**src/common/acrr_pkg.sv**
```systemverilog
package acrr_pkg;

  localparam int unsigned ACRR_CODE_W = 24;
  localparam logic [23:0] ACRR_POS_FULL_SCALE = 24'h7FFFFF;
  localparam logic [23:0] ACRR_NEG_FULL_SCALE = 24'h800000;
  localparam logic [23:0] ACRR_EXT_POS_REF = 24'h666666;
  localparam logic [23:0] ACRR_EXT_NEG_REF = 24'h99999A;

  localparam logic [1:0] ACRR_RD_OPCODE = 2'h1;
  localparam logic [1:0] ACRR_WR_OPCODE = 2'h2;
  localparam logic [3:0] ACRR_STATUS_ADDR = 4'h2;
  localparam int unsigned ACRR_CHECK_ERR_BIT = 4;
  localparam int unsigned ACRR_NEW_DATA_BIT = 0;

  localparam logic [7:0] ACRR_CRC_POLY = 8'h07;
  localparam logic [7:0] ACRR_CRC_INIT = 8'hFF;
  localparam logic [7:0] ACRR_PAD_BYTE = 8'h00;

  localparam logic [5:0] ACRR_HDR_BITS = 6'h08;
  localparam logic [5:0] ACRR_CRC_BITS = 6'h08;
  localparam logic [5:0] ACRR_DATA16_BITS = 6'h10;
  localparam logic [5:0] ACRR_DATA24_BITS = 6'h18;
  localparam logic [5:0] ACRR_MSB_BYTE_BITS = 6'h08;
  localparam logic [5:0] ACRR_CMD_BITS = 6'h10;
  localparam logic [5:0] ACRR_CMD_CRC_BITS = 6'h18;

  localparam logic [1:0] ACRR_STBY_CYCLES = 2'h3;
  localparam int unsigned ACRR_SYNC_STAGES = 3;
  localparam int unsigned ACRR_PINS = 3;

  typedef enum logic [1:0] {
    ACRR_MODE_SYNC = 2'h0,
    ACRR_MODE_START_STOP = 2'h1,
    ACRR_MODE_ONE_SHOT = 2'h2
  } acrr_mode_e;

  typedef struct packed {
    logic dual_function_output_select;
    logic standby_after_conversion_select;
    logic status_header_en;
    logic check_byte_en;
    logic res16;
    acrr_mode_e mode;
  } acrr_fourth_cfg_s;

  typedef struct packed {
    logic wr;
    logic [3:0] addr;
    logic [7:0] data;
  } acrr_reg_cmd_s;

  typedef struct packed {
    logic [7:5] upper;
    logic [3:1] lower;
  } acrr_flags_s;

endpackage : acrr_pkg

```
**src/design/acrr_pair_buffer.sv**
```systemverilog
`timescale 1ns/100ps
`default_nettype none
module acrr_pair_buffer (
  input wire logic clk_in,
  input wire logic reset_in,
  input wire logic in_valid_in,
  output logic in_ready_out,
  input wire logic [acrr_pkg::ACRR_CODE_W-1:0] in_data_in,
  output logic out_valid_out,
  input wire logic out_ready_in,
  output logic [acrr_pkg::ACRR_CODE_W-1:0] out_data_out
);
  import acrr_pkg::*;

  logic [ACRR_CODE_W-1:0] mem_r [2];
  logic wr_ptr_r;
  logic rd_ptr_r;
  logic [1:0] count_r;
  logic push;
  logic pop;

  assign push = in_valid_in && (count_r != 2'h2);
  assign pop = out_ready_in && (count_r != 2'h0);
  assign in_ready_out = (count_r != 2'h2);
  assign out_valid_out = (count_r != 2'h0);
  assign out_data_out = mem_r[rd_ptr_r];

  always_ff @(posedge clk_in) begin
    if (push) begin
      mem_r[wr_ptr_r] <= in_data_in;
    end
  end

  always_ff @(posedge clk_in) begin
    if (reset_in) begin
      wr_ptr_r <= 1'b0;
      rd_ptr_r <= 1'b0;
      count_r <= 2'h0;
    end else begin
      if (push) begin
        wr_ptr_r <= ~wr_ptr_r;
      end
      if (pop) begin
        rd_ptr_r <= ~rd_ptr_r;
      end
      count_r <= 2'(count_r + {1'b0, push} - {1'b0, pop});
    end
  end
endmodule : acrr_pair_buffer
`default_nettype wire

```
**src/design/acrr_readout.sv**
```systemverilog
`timescale 1ns/100ps
`default_nettype none
module acrr_readout (
  input wire logic CORE_CLK_IN,
  input wire logic RESET_IN,
  input wire logic SCLK_IN,
  input wire logic CS_N_IN,
  input wire logic SDI_IN,
  input wire acrr_pkg::acrr_fourth_cfg_s CONFIG_IN,
  input wire acrr_pkg::acrr_flags_s FLAGS_IN,
  input wire logic CONV_START_IN,
  input wire logic MOD_TICK_IN,
  input wire logic RESULT_VALID_IN,
  input wire logic signed [25:0] RESULT_RAW_IN,
  output logic RESULT_READY_OUT,
  input wire logic [7:0] REG_RD_DATA_IN,
  output logic [3:0] REG_RD_ADDR_OUT,
  output acrr_pkg::acrr_reg_cmd_s REG_CMD_OUT,
  output logic CHECK_ERROR_OUT,
  output logic CONVERSION_READY_N_OUT,
  output logic SHARED_DATA_READY_PIN_OUT
);
  import acrr_pkg::*;

  // pin synchronisers: a level counts once stages two and three agree
  logic [ACRR_PINS-1:0] pin_raw;
  logic [ACRR_PINS-1:0] pin_filt_r;
  logic [ACRR_PINS-1:0] pin_prev_r;

  assign pin_raw = {SDI_IN, CS_N_IN, SCLK_IN};

  genvar gi;
  generate
    for (gi = 0; gi < ACRR_PINS; gi++) begin : g_sync
      logic [ACRR_SYNC_STAGES-1:0] st_r;
      always_ff @(posedge CORE_CLK_IN) begin
        if (RESET_IN) begin
          st_r <= {ACRR_SYNC_STAGES{gi == 1}};
          pin_filt_r[gi] <= (gi == 1);
          pin_prev_r[gi] <= (gi == 1);
        end else begin
          st_r <= {st_r[ACRR_SYNC_STAGES-2:0], pin_raw[gi]};
          if (st_r[1] == st_r[2]) begin
            pin_filt_r[gi] <= st_r[2];
          end
          pin_prev_r[gi] <= pin_filt_r[gi];
        end
      end
    end
  endgenerate

  logic sclk_rise;
  logic sclk_fall;
  logic cs_fall;
  logic cs_rise;
  logic cs_n;
  logic sdi;

  assign cs_n = pin_filt_r[1];
  assign sdi = pin_filt_r[2];
  assign cs_fall = pin_prev_r[1] && !cs_n;
  assign cs_rise = !pin_prev_r[1] && cs_n;
  assign sclk_rise = !cs_n && !pin_prev_r[0] && pin_filt_r[0];
  assign sclk_fall = !cs_n && pin_prev_r[0] && !pin_filt_r[0];

  function automatic logic [7:0] crc_step(input logic [7:0] crc, input logic b);
    crc_step = {crc[6:0], 1'b0} ^ ((crc[7] ^ b) ? ACRR_CRC_POLY : 8'h00);
  endfunction : crc_step

  function automatic logic [7:0] crc16(input logic [15:0] d);
    logic [7:0] c;
    c = ACRR_CRC_INIT;
    for (int i = 15; i >= 0; i--) begin
      c = crc_step(c, d[i]);
    end
    crc16 = c;
  endfunction : crc16

  // saturation of the raw modulator word into the 24-bit code space
  logic [23:0] sat_code;
  always_comb begin
    if (RESULT_RAW_IN > 26'sh07FFFFF) begin
      sat_code = ACRR_POS_FULL_SCALE;
    end else if (RESULT_RAW_IN < -26'sh0800000) begin
      sat_code = ACRR_NEG_FULL_SCALE;
    end else begin
      sat_code = RESULT_RAW_IN[23:0];
    end
  end

  // result buffer in the data path; held off while a read is shifting
  logic buf_valid;
  logic buf_ready;
  logic [23:0] buf_data;
  logic buf_in_ready;
  logic in_frame_r;
  logic shifting_r;
  logic prep_r;

  acrr_pair_buffer u_buf (
    .clk_in(CORE_CLK_IN),
    .reset_in(RESET_IN),
    .in_valid_in(RESULT_VALID_IN),
    .in_ready_out(buf_in_ready),
    .in_data_in(sat_code),
    .out_valid_out(buf_valid),
    .out_ready_in(buf_ready),
    .out_data_out(buf_data)
  );

  // the old result stays while shifting has begun
  assign buf_ready = prep_r && !shifting_r;

  always_ff @(posedge CORE_CLK_IN) begin
    if (RESET_IN) begin
      RESULT_READY_OUT <= 1'b0;
    end else begin
      RESULT_READY_OUT <= buf_in_ready;
    end
  end

  // ready pulse ahead of each new result: one cycle, or until a read stops shifting
  always_ff @(posedge CORE_CLK_IN) begin
    if (RESET_IN) begin
      prep_r <= 1'b0;
    end else if (prep_r) begin
      prep_r <= shifting_r;
    end else begin
      prep_r <= buf_valid && MOD_TICK_IN && !shifting_r;
    end
  end

  logic load;
  logic [23:0] result_r;
  assign load = buf_ready && buf_valid;

  always_ff @(posedge CORE_CLK_IN) begin
    if (RESET_IN) begin
      result_r <= 24'h000000;
    end else if (load) begin
      result_r <= buf_data;
    end
  end

  // frame bookkeeping
  logic [5:0] idx_r;
  logic [5:0] rx_cnt_r;
  logic [5:0] crc_pos_r;
  logic [5:0] total_r;
  logic [5:0] msb_edge_r;
  logic [39:0] out_sr_r;
  logic [7:0] crc_out_r;
  logic [23:0] in_sr_r;
  logic rd_pending_r;
  logic [7:0] rd_data_r;
  logic done_r;
  logic new_r;
  logic spi_err_r;
  logic ready_n_r;
  logic [1:0] stby_cnt_r;
  logic [7:0] header;
  logic [23:0] field;
  logic msb_done;

  assign header = {FLAGS_IN.upper, spi_err_r, FLAGS_IN.lower, new_r};
  assign msb_done = sclk_fall && shifting_r && !done_r && (idx_r + 6'h01 == msb_edge_r);

  always_comb begin
    if (rd_pending_r) begin
      field = {rd_data_r, ACRR_PAD_BYTE, ACRR_PAD_BYTE};
    end else if (CONFIG_IN.res16) begin
      field = {result_r[23:8], ACRR_PAD_BYTE};
    end else begin
      field = result_r;
    end
  end

  always_ff @(posedge CORE_CLK_IN) begin
    if (RESET_IN) begin
      in_frame_r <= 1'b0;
      shifting_r <= 1'b0;
      done_r <= 1'b0;
    end else if (cs_rise) begin
      in_frame_r <= 1'b0;
      shifting_r <= 1'b0;
      done_r <= 1'b0;
    end else begin
      if (cs_fall) begin
        in_frame_r <= 1'b1;
      end
      if (in_frame_r && sclk_rise) begin
        shifting_r <= 1'b1;
      end
      if (sclk_fall && shifting_r && (idx_r + 6'h01 == total_r)) begin
        done_r <= 1'b1;
      end
    end
  end

  // output frame layout is fixed at chip-select fall so mid-frame config
  // changes cannot tear it apart; the command decode reads check_byte_en live at frame end
  always_ff @(posedge CORE_CLK_IN) begin
    if (RESET_IN) begin
      crc_pos_r <= ACRR_DATA24_BITS;
      total_r <= ACRR_DATA24_BITS;
      msb_edge_r <= ACRR_MSB_BYTE_BITS;
    end else if (cs_fall) begin
      crc_pos_r <= (CONFIG_IN.status_header_en ? ACRR_HDR_BITS : 6'h00)
        + (CONFIG_IN.res16 ? ACRR_DATA16_BITS : ACRR_DATA24_BITS);
      total_r <= (CONFIG_IN.status_header_en ? ACRR_HDR_BITS : 6'h00)
        + (CONFIG_IN.res16 ? ACRR_DATA16_BITS : ACRR_DATA24_BITS)
        + (CONFIG_IN.check_byte_en ? ACRR_CRC_BITS : 6'h00);
      msb_edge_r <= CONFIG_IN.status_header_en ? ACRR_HDR_BITS + ACRR_MSB_BYTE_BITS
        : ACRR_MSB_BYTE_BITS;
    end
  end

  // output shifter and running check byte
  always_ff @(posedge CORE_CLK_IN) begin
    if (RESET_IN) begin
      out_sr_r <= 40'h0000000000;
      crc_out_r <= ACRR_CRC_INIT;
      idx_r <= 6'h00;
    end else if (cs_fall) begin
      out_sr_r <= CONFIG_IN.status_header_en ? {header, field, ACRR_PAD_BYTE}
        : {field, ACRR_PAD_BYTE, ACRR_PAD_BYTE};
      crc_out_r <= ACRR_CRC_INIT;
      idx_r <= 6'h00;
    end else if (sclk_fall && shifting_r && !done_r) begin
      idx_r <= 6'(idx_r + 6'h01);
      if (idx_r < crc_pos_r) begin
        crc_out_r <= crc_step(crc_out_r, out_sr_r[39]);
        out_sr_r <= {out_sr_r[38:0], 1'b0};
      end else begin
        crc_out_r <= {crc_out_r[6:0], 1'b0};
      end
    end
  end

  // input shifter
  always_ff @(posedge CORE_CLK_IN) begin
    if (RESET_IN) begin
      in_sr_r <= 24'h000000;
      rx_cnt_r <= 6'h00;
    end else if (cs_fall) begin
      rx_cnt_r <= 6'h00;
    end else if (sclk_rise && in_frame_r) begin
      in_sr_r <= {in_sr_r[22:0], sdi};
      if (rx_cnt_r != 6'h3F) begin
        rx_cnt_r <= 6'(rx_cnt_r + 6'h01);
      end
    end
  end

  // command decode at frame end; only the trailing bytes count
  logic [15:0] cmd;
  logic cmd_ok;
  logic cmd_long;
  logic crc_bad;
  assign cmd = CONFIG_IN.check_byte_en ? in_sr_r[23:8] : in_sr_r[15:0];
  assign cmd_long = rx_cnt_r >= (CONFIG_IN.check_byte_en ? ACRR_CMD_CRC_BITS : ACRR_CMD_BITS);
  assign crc_bad = CONFIG_IN.check_byte_en && (crc16(cmd) != in_sr_r[7:0]);
  assign cmd_ok = cs_rise && in_frame_r && cmd_long;

  always_ff @(posedge CORE_CLK_IN) begin
    if (RESET_IN) begin
      REG_CMD_OUT <= '0;
      REG_RD_ADDR_OUT <= 4'h0;
      rd_pending_r <= 1'b0;
      rd_data_r <= 8'h00;
    end else begin
      REG_CMD_OUT.wr <= 1'b0;
      // track register data between frames so the chip-select fall load
      // sees the data of the address decoded in the previous frame
      if (!in_frame_r) begin
        rd_data_r <= REG_RD_DATA_IN;
      end
      if (cs_rise && in_frame_r) begin
        rd_pending_r <= 1'b0;
      end
      if (cmd_ok && !crc_bad && cmd[15:14] == ACRR_RD_OPCODE && cmd[13:12] == 2'h0) begin
        rd_pending_r <= 1'b1;
        REG_RD_ADDR_OUT <= cmd[11:8];
      end
      if (cmd_ok && !crc_bad && cmd[15:14] == ACRR_WR_OPCODE && cmd[13:12] == 2'h0
          && (!spi_err_r || cmd[11:8] == ACRR_STATUS_ADDR)) begin
        REG_CMD_OUT.wr <= 1'b1;
        REG_CMD_OUT.addr <= cmd[11:8];
        REG_CMD_OUT.data <= cmd[7:0];
      end
    end
  end

  // check error flag: a new error wins over a clear in the same frame
  always_ff @(posedge CORE_CLK_IN) begin
    if (RESET_IN) begin
      spi_err_r <= 1'b0;
    end else if (cmd_ok && crc_bad) begin
      spi_err_r <= 1'b1;
    end else if (cmd_ok && cmd[15:14] == ACRR_WR_OPCODE && cmd[11:8] == ACRR_STATUS_ADDR
                 && cmd[ACRR_CHECK_ERR_BIT]) begin
      spi_err_r <= 1'b0;
    end
  end

  always_ff @(posedge CORE_CLK_IN) begin
    if (RESET_IN) begin
      CHECK_ERROR_OUT <= 1'b0;
    end else begin
      CHECK_ERROR_OUT <= spi_err_r;
    end
  end

  // header new-data bit; a load in the same cycle wins over the clear
  always_ff @(posedge CORE_CLK_IN) begin
    if (RESET_IN) begin
      new_r <= 1'b0;
    end else if (load) begin
      new_r <= 1'b1;
    end else if (msb_done && !rd_pending_r) begin
      new_r <= 1'b0;
    end
  end

  // ready signal (active low)
  always_ff @(posedge CORE_CLK_IN) begin
    if (RESET_IN) begin
      ready_n_r <= 1'b1;
      stby_cnt_r <= 2'h0;
    end else if (load) begin
      ready_n_r <= 1'b0;
      stby_cnt_r <= ACRR_STBY_CYCLES;
    end else begin
      if (stby_cnt_r != 2'h0) begin
        stby_cnt_r <= 2'(stby_cnt_r - 2'h1);
      end
      // high ahead of a load, one cycle or until shifting ends, so an unread result still ends
      // in a fresh falling edge
      if (CONV_START_IN || (prep_r && buf_valid)
          || (!prep_r && buf_valid && MOD_TICK_IN && !shifting_r)) begin
        ready_n_r <= 1'b1;
      end else if (CONFIG_IN.standby_after_conversion_select && stby_cnt_r == 2'h1) begin
        ready_n_r <= 1'b1;
      end else if (msb_done && !rd_pending_r && CONFIG_IN.mode != ACRR_MODE_ONE_SHOT) begin
        ready_n_r <= 1'b1;
      end
    end
  end

  always_ff @(posedge CORE_CLK_IN) begin
    if (RESET_IN) begin
      CONVERSION_READY_N_OUT <= 1'b1;
    end else begin
      CONVERSION_READY_N_OUT <= ready_n_r;
    end
  end

  // shared pin: data only between first rising clock and frame end
  always_ff @(posedge CORE_CLK_IN) begin
    if (RESET_IN) begin
      SHARED_DATA_READY_PIN_OUT <= 1'b1;
    end else if (in_frame_r && !cs_rise && (shifting_r || sclk_rise) && !done_r) begin
      SHARED_DATA_READY_PIN_OUT <= (idx_r < crc_pos_r) ? out_sr_r[39] : crc_out_r[7];
    end else if (CONFIG_IN.dual_function_output_select) begin
      SHARED_DATA_READY_PIN_OUT <= ready_n_r;
    end
  end
endmodule : acrr_readout
`default_nettype wire

```
**config.mk**
```make
export PLATFORM = sky130hd
export DESIGN_NAME = acrr_readout
export DESIGN_NICKNAME = d
export VERILOG_FILES = /design/src/common/acrr_pkg.sv /design/src/design/acrr_pair_buffer.sv /design/src/design/acrr_readout.sv
export SDC_FILE = /design/constraint.sdc
export NUM_CORES = 1
export LEC_CHECK = 0
export BUFFER_PORTS_ARGS = -buffer_cell sky130_fd_sc_hd__buf_2
export CORE_MARGIN = 2
export CORE_UTILIZATION = 57
export DETAILED_ROUTE_END_ITERATION = 8
export PLACE_DENSITY = 0.72
export SLEW_MARGIN = 20
export SYNTH_ARGS = -nofsm -noshare
export SYNTH_HDL_FRONTEND = slang
export SYNTH_SLANG_ARGS = --single-unit
```
**constraint.sdc**
```tcl
create_clock -name CORE_CLK_IN -period 11.35 [get_ports CORE_CLK_IN]
set_input_delay 1.7025 -clock CORE_CLK_IN [delete_from_list [all_inputs] [get_ports CORE_CLK_IN]]
set_output_delay 1.7025 -clock CORE_CLK_IN [all_outputs]
set_load 0.005 [all_outputs]
```
==> metrics <==
status=finished, final reports clean; # fillers=approximately 1400; Layout Skew=roughly 0.013 ns; Int Power=1.340 mW; Synth top area share=between 30% and 40%; WL final=between 20000 and 25000 µm; TNS Setup=0 ns; commonest non-fill, non-tap cell in the layout=nor2_1; Synth Instances=1005; die area=17730 µm²; Critical Path Max Stage Delay=0.55 ns; Vias=7128; CP Cell Sequence=buf_2 > mux2i_1 > inv_1 > ha_1 > xnor2_1 > xnor3_1 > xor3_1 > nor4b_1 > nor4_1 > o41ai_2 > buf_4 > and2_1 > a211oi_1; Net count, final=1117; die span in x=133.1 µm; post-synthesis sequential element count=about 210; initial antenna violation count=0; hold_buf cts=0; cell row count=47; Seq/Total Area, Yosys=49.91%; DRT Pass-1 Iters=5; share of layout cells above drive strength 1=13.38%; CP Buf/Inv Count=3; async set or reset register ratio after synthesis=0%; Tot GR Track Use=between 20% and 30%; Initial Util=57.74%; worst hold path type=reg2reg; Final Hold Viols=0; Clock power frac=43.5%; top sig layer=met4; met2 WL=between 9000 and 10000 µm; synth warn=0; CP Launch Type=input port; multi-input logic area=4400 µm²; Synthesized Nets=approximately 1100; Clock Path Buffers=3; peak supply drop=0.1122 mV; largest net degree at the start of global routing=75; Psw=0.4136 mW; endpoints failing setup=0; number of synthesized flops with an enable pin=48; Slew HR=roughly a third; diode count=0; root buf cell=clkbuf_16; highest clock rate=0.1885 GHz; top cells by area, synth=dfxtp_1 35%, edfxtp_1 15%, mux2i_1 6.6%, nor2_1 6.6%, a211oi_1 4.5%; Slew @ Worst Pin=1.013 ns; most frequent cells in the layout=166 x nor2_1, 165 x dfxtp_1, 95 x nand2_1, 80 x a21oi_1, 74 x buf_2; Worst Setup End Kind=register; sw frac=about a quarter; dominant cell type by area after synthesis=dfxtp_1; DRC=0; CP max stage cell=buf_2; Sequential Area=roughly 4700 µm²; Max FO, Critical Path=25; Leak Pwr=4.011 nW; Seq pwr share=between 40% and 50%; H-tree lvl count=1; HPWL Detailed=13620 µm; Routed Antenna Nets=0; Most used DFF post-synth=dfxtp_1; DR iter-0 viols=509; vias in the first global route=6545; MaxCap Viol Count=0; wire per inst=16.19 µm; area grow syn2layout=13.03%; RSZ-0062 raised after global routing=false; Power per Cell Area=163.2 nW/µm²; combinational share of power=8.2%; routability-driven placement congestion ratio=0.8401; worst setup margin=6.045 ns; post-synthesis cell type count=56; DP Worst Slack=5.537 ns; worst path arrival time=5.67 ns; Die Y=between 100 and 150 µm; critical path class=in2reg; CTS buffer count=23; DR WL met3=about 1200 µm; I/O Buffers=between 70 and 80; worst skew pair latency=0.52 ns; Critical Path RT=approximately 12 ns; first-pass GRT wire length=around 34000 µm; Tmin final=around 5.3 ns; CTS resizes=0; # clock sinks=213; Setup Buffers After CTS=0; Reg clk slew, reported paths=roughly 0.060 ns; total gr overflow=0; period utilization=approximately 47%; CTS tree=yes; Final Max Tran Viols=0; Core ar.=16470 µm²; Crit path max-delay family=XOR/XNOR gates; Mean Syn Cell Area=9.459 µm²; via/cell ratio=between 5 and 6; met1 WL=10020 µm; num ports=76; netlist area before placement=roughly 9500 µm²
power groups by stage:
stage               logic, mW  clock network, mW  registers (mW)
finish                  0.143              0.764           0.847
global route            0.162              0.805           0.851
CTS                     0.144              0.776           0.847
detailed placement      0.143                  0           0.862
global placement        0.140                  0           0.860
floorplan               0.104                  0           0.855
cells by family (layout without fill, tap and decap cells):
logic type / after synthesis / in the layout / synth area share [%]
AND/OR/NAND/NOR: 366 / 366 / 16.91
adder cells (fa/ha/maj): 17 / 17 / 2.316
AO/OA/AOI/OAI: 190 / 190 / 13.32
flip-flops: 213 / 213 / 49.91
multiplexers: 67 / 67 / 7.252
XOR/XNOR: 60 / 60 / 6.370
buffers and inverters: 92 / 148 / 3.922
metrics by stage:
step	total power [mW]	cell area, µm²	instances	utilization (%)	hold WS [ns]
2_1_floorplan	0.9592	9507	1005	-	0.3895
3_3_place_gp	1.001	9966	1240	60.52	0.3943
3_5_place_dp	1.005	9966	1240	60.52	0.3933
4_1_cts	1.767	10740	1281	65.25	0.4080
5_1_grt	1.818	10750	1281	65.26	0.4383
6_report	1.754	10750	1281	65.26	0.4074
worst paths after layout:
check	from	endpoint	slack, ns	cells past startpoint
worst max register to register	in_sr_r[15]	REG_CMD_OUT[9]	7.47	11
worst max-delay path	CONFIG_IN[3]	REG_CMD_OUT[9]	6.04	13
worst min register to register	g_sync[1].st_r[0]	g_sync[1].st_r[1]	0.41	1
worst min-delay path	g_sync[1].st_r[0]	g_sync[1].st_r[1]	0.41	1
routing by layer:
| metal | up-vias | track usage, % |
|---|---|---|
| li1 | 3565 | - |
| met1 | 3354 | 34.71 |
| met2 | 173 | 35.49 |
| met3 | 36 | 4.072 |
| met4 | 0 | 5.969 |
| met5 | - | 0 |
Yosys cell counts (2+ instances only):
| cell | n |
|---|---|
| and2_1 | 12 |
| o211ai_1 | 2 |
| o311ai_0 | 8 |
| o21ai_0 | 8 |
| a211o_1 | 2 |
| clkbuf_1 | 61 |
| or2_2 | 7 |
| ha_1 | 16 |
| nor3_1 | 21 |
| mux2_2 | 2 |
| or3_1 | 3 |
| a211oi_1 | 57 |
| buf_2 | 4 |
| xor2_1 | 23 |
| nand2b_1 | 15 |
| a221oi_1 | 7 |
| buf_1 | 5 |
| a21oi_1 | 80 |
| nand4_1 | 4 |
| nor4b_1 | 2 |
| nor2b_1 | 15 |
| mux2i_1 | 63 |
| a21o_1 | 2 |
| a222oi_1 | 8 |
| inv_1 | 18 |
| a22oi_1 | 3 |
| nor4_1 | 3 |
| xnor3_1 | 2 |
| nor2_1 | 167 |
| xor3_1 | 3 |
| edfxtp_1 | 48 |
| dfxtp_1 | 165 |
| a211oi_2 | 2 |
| nor3b_1 | 4 |
| and3_1 | 6 |
| o21bai_1 | 3 |
| nand3_1 | 10 |
| o31ai_1 | 2 |
| nand2_1 | 95 |
| xnor2_1 | 31 |
flip-flops by register name, summed over array words and instances (netlist names), 6 cells and up:
signal       count
REG_CMD_OUT     13
idx_r            6
g_sync.st_r      9
out_sr_r        32
crc_out_r        8
in_sr_r         24
result_r        24
rx_cnt_r         6
rd_data_r        8
u_buf.mem_r     48
final cells by class:
class	count	area share, %
sequential	213	44.15
tap	220	2.562
clock buffer	33	6.276
inverter	19	0.6637
multi-input combinational	700	40.95
clock inverter	8	0.9665
timing repair buffer	88	4.425
Power figures use the tool's default switching activity.
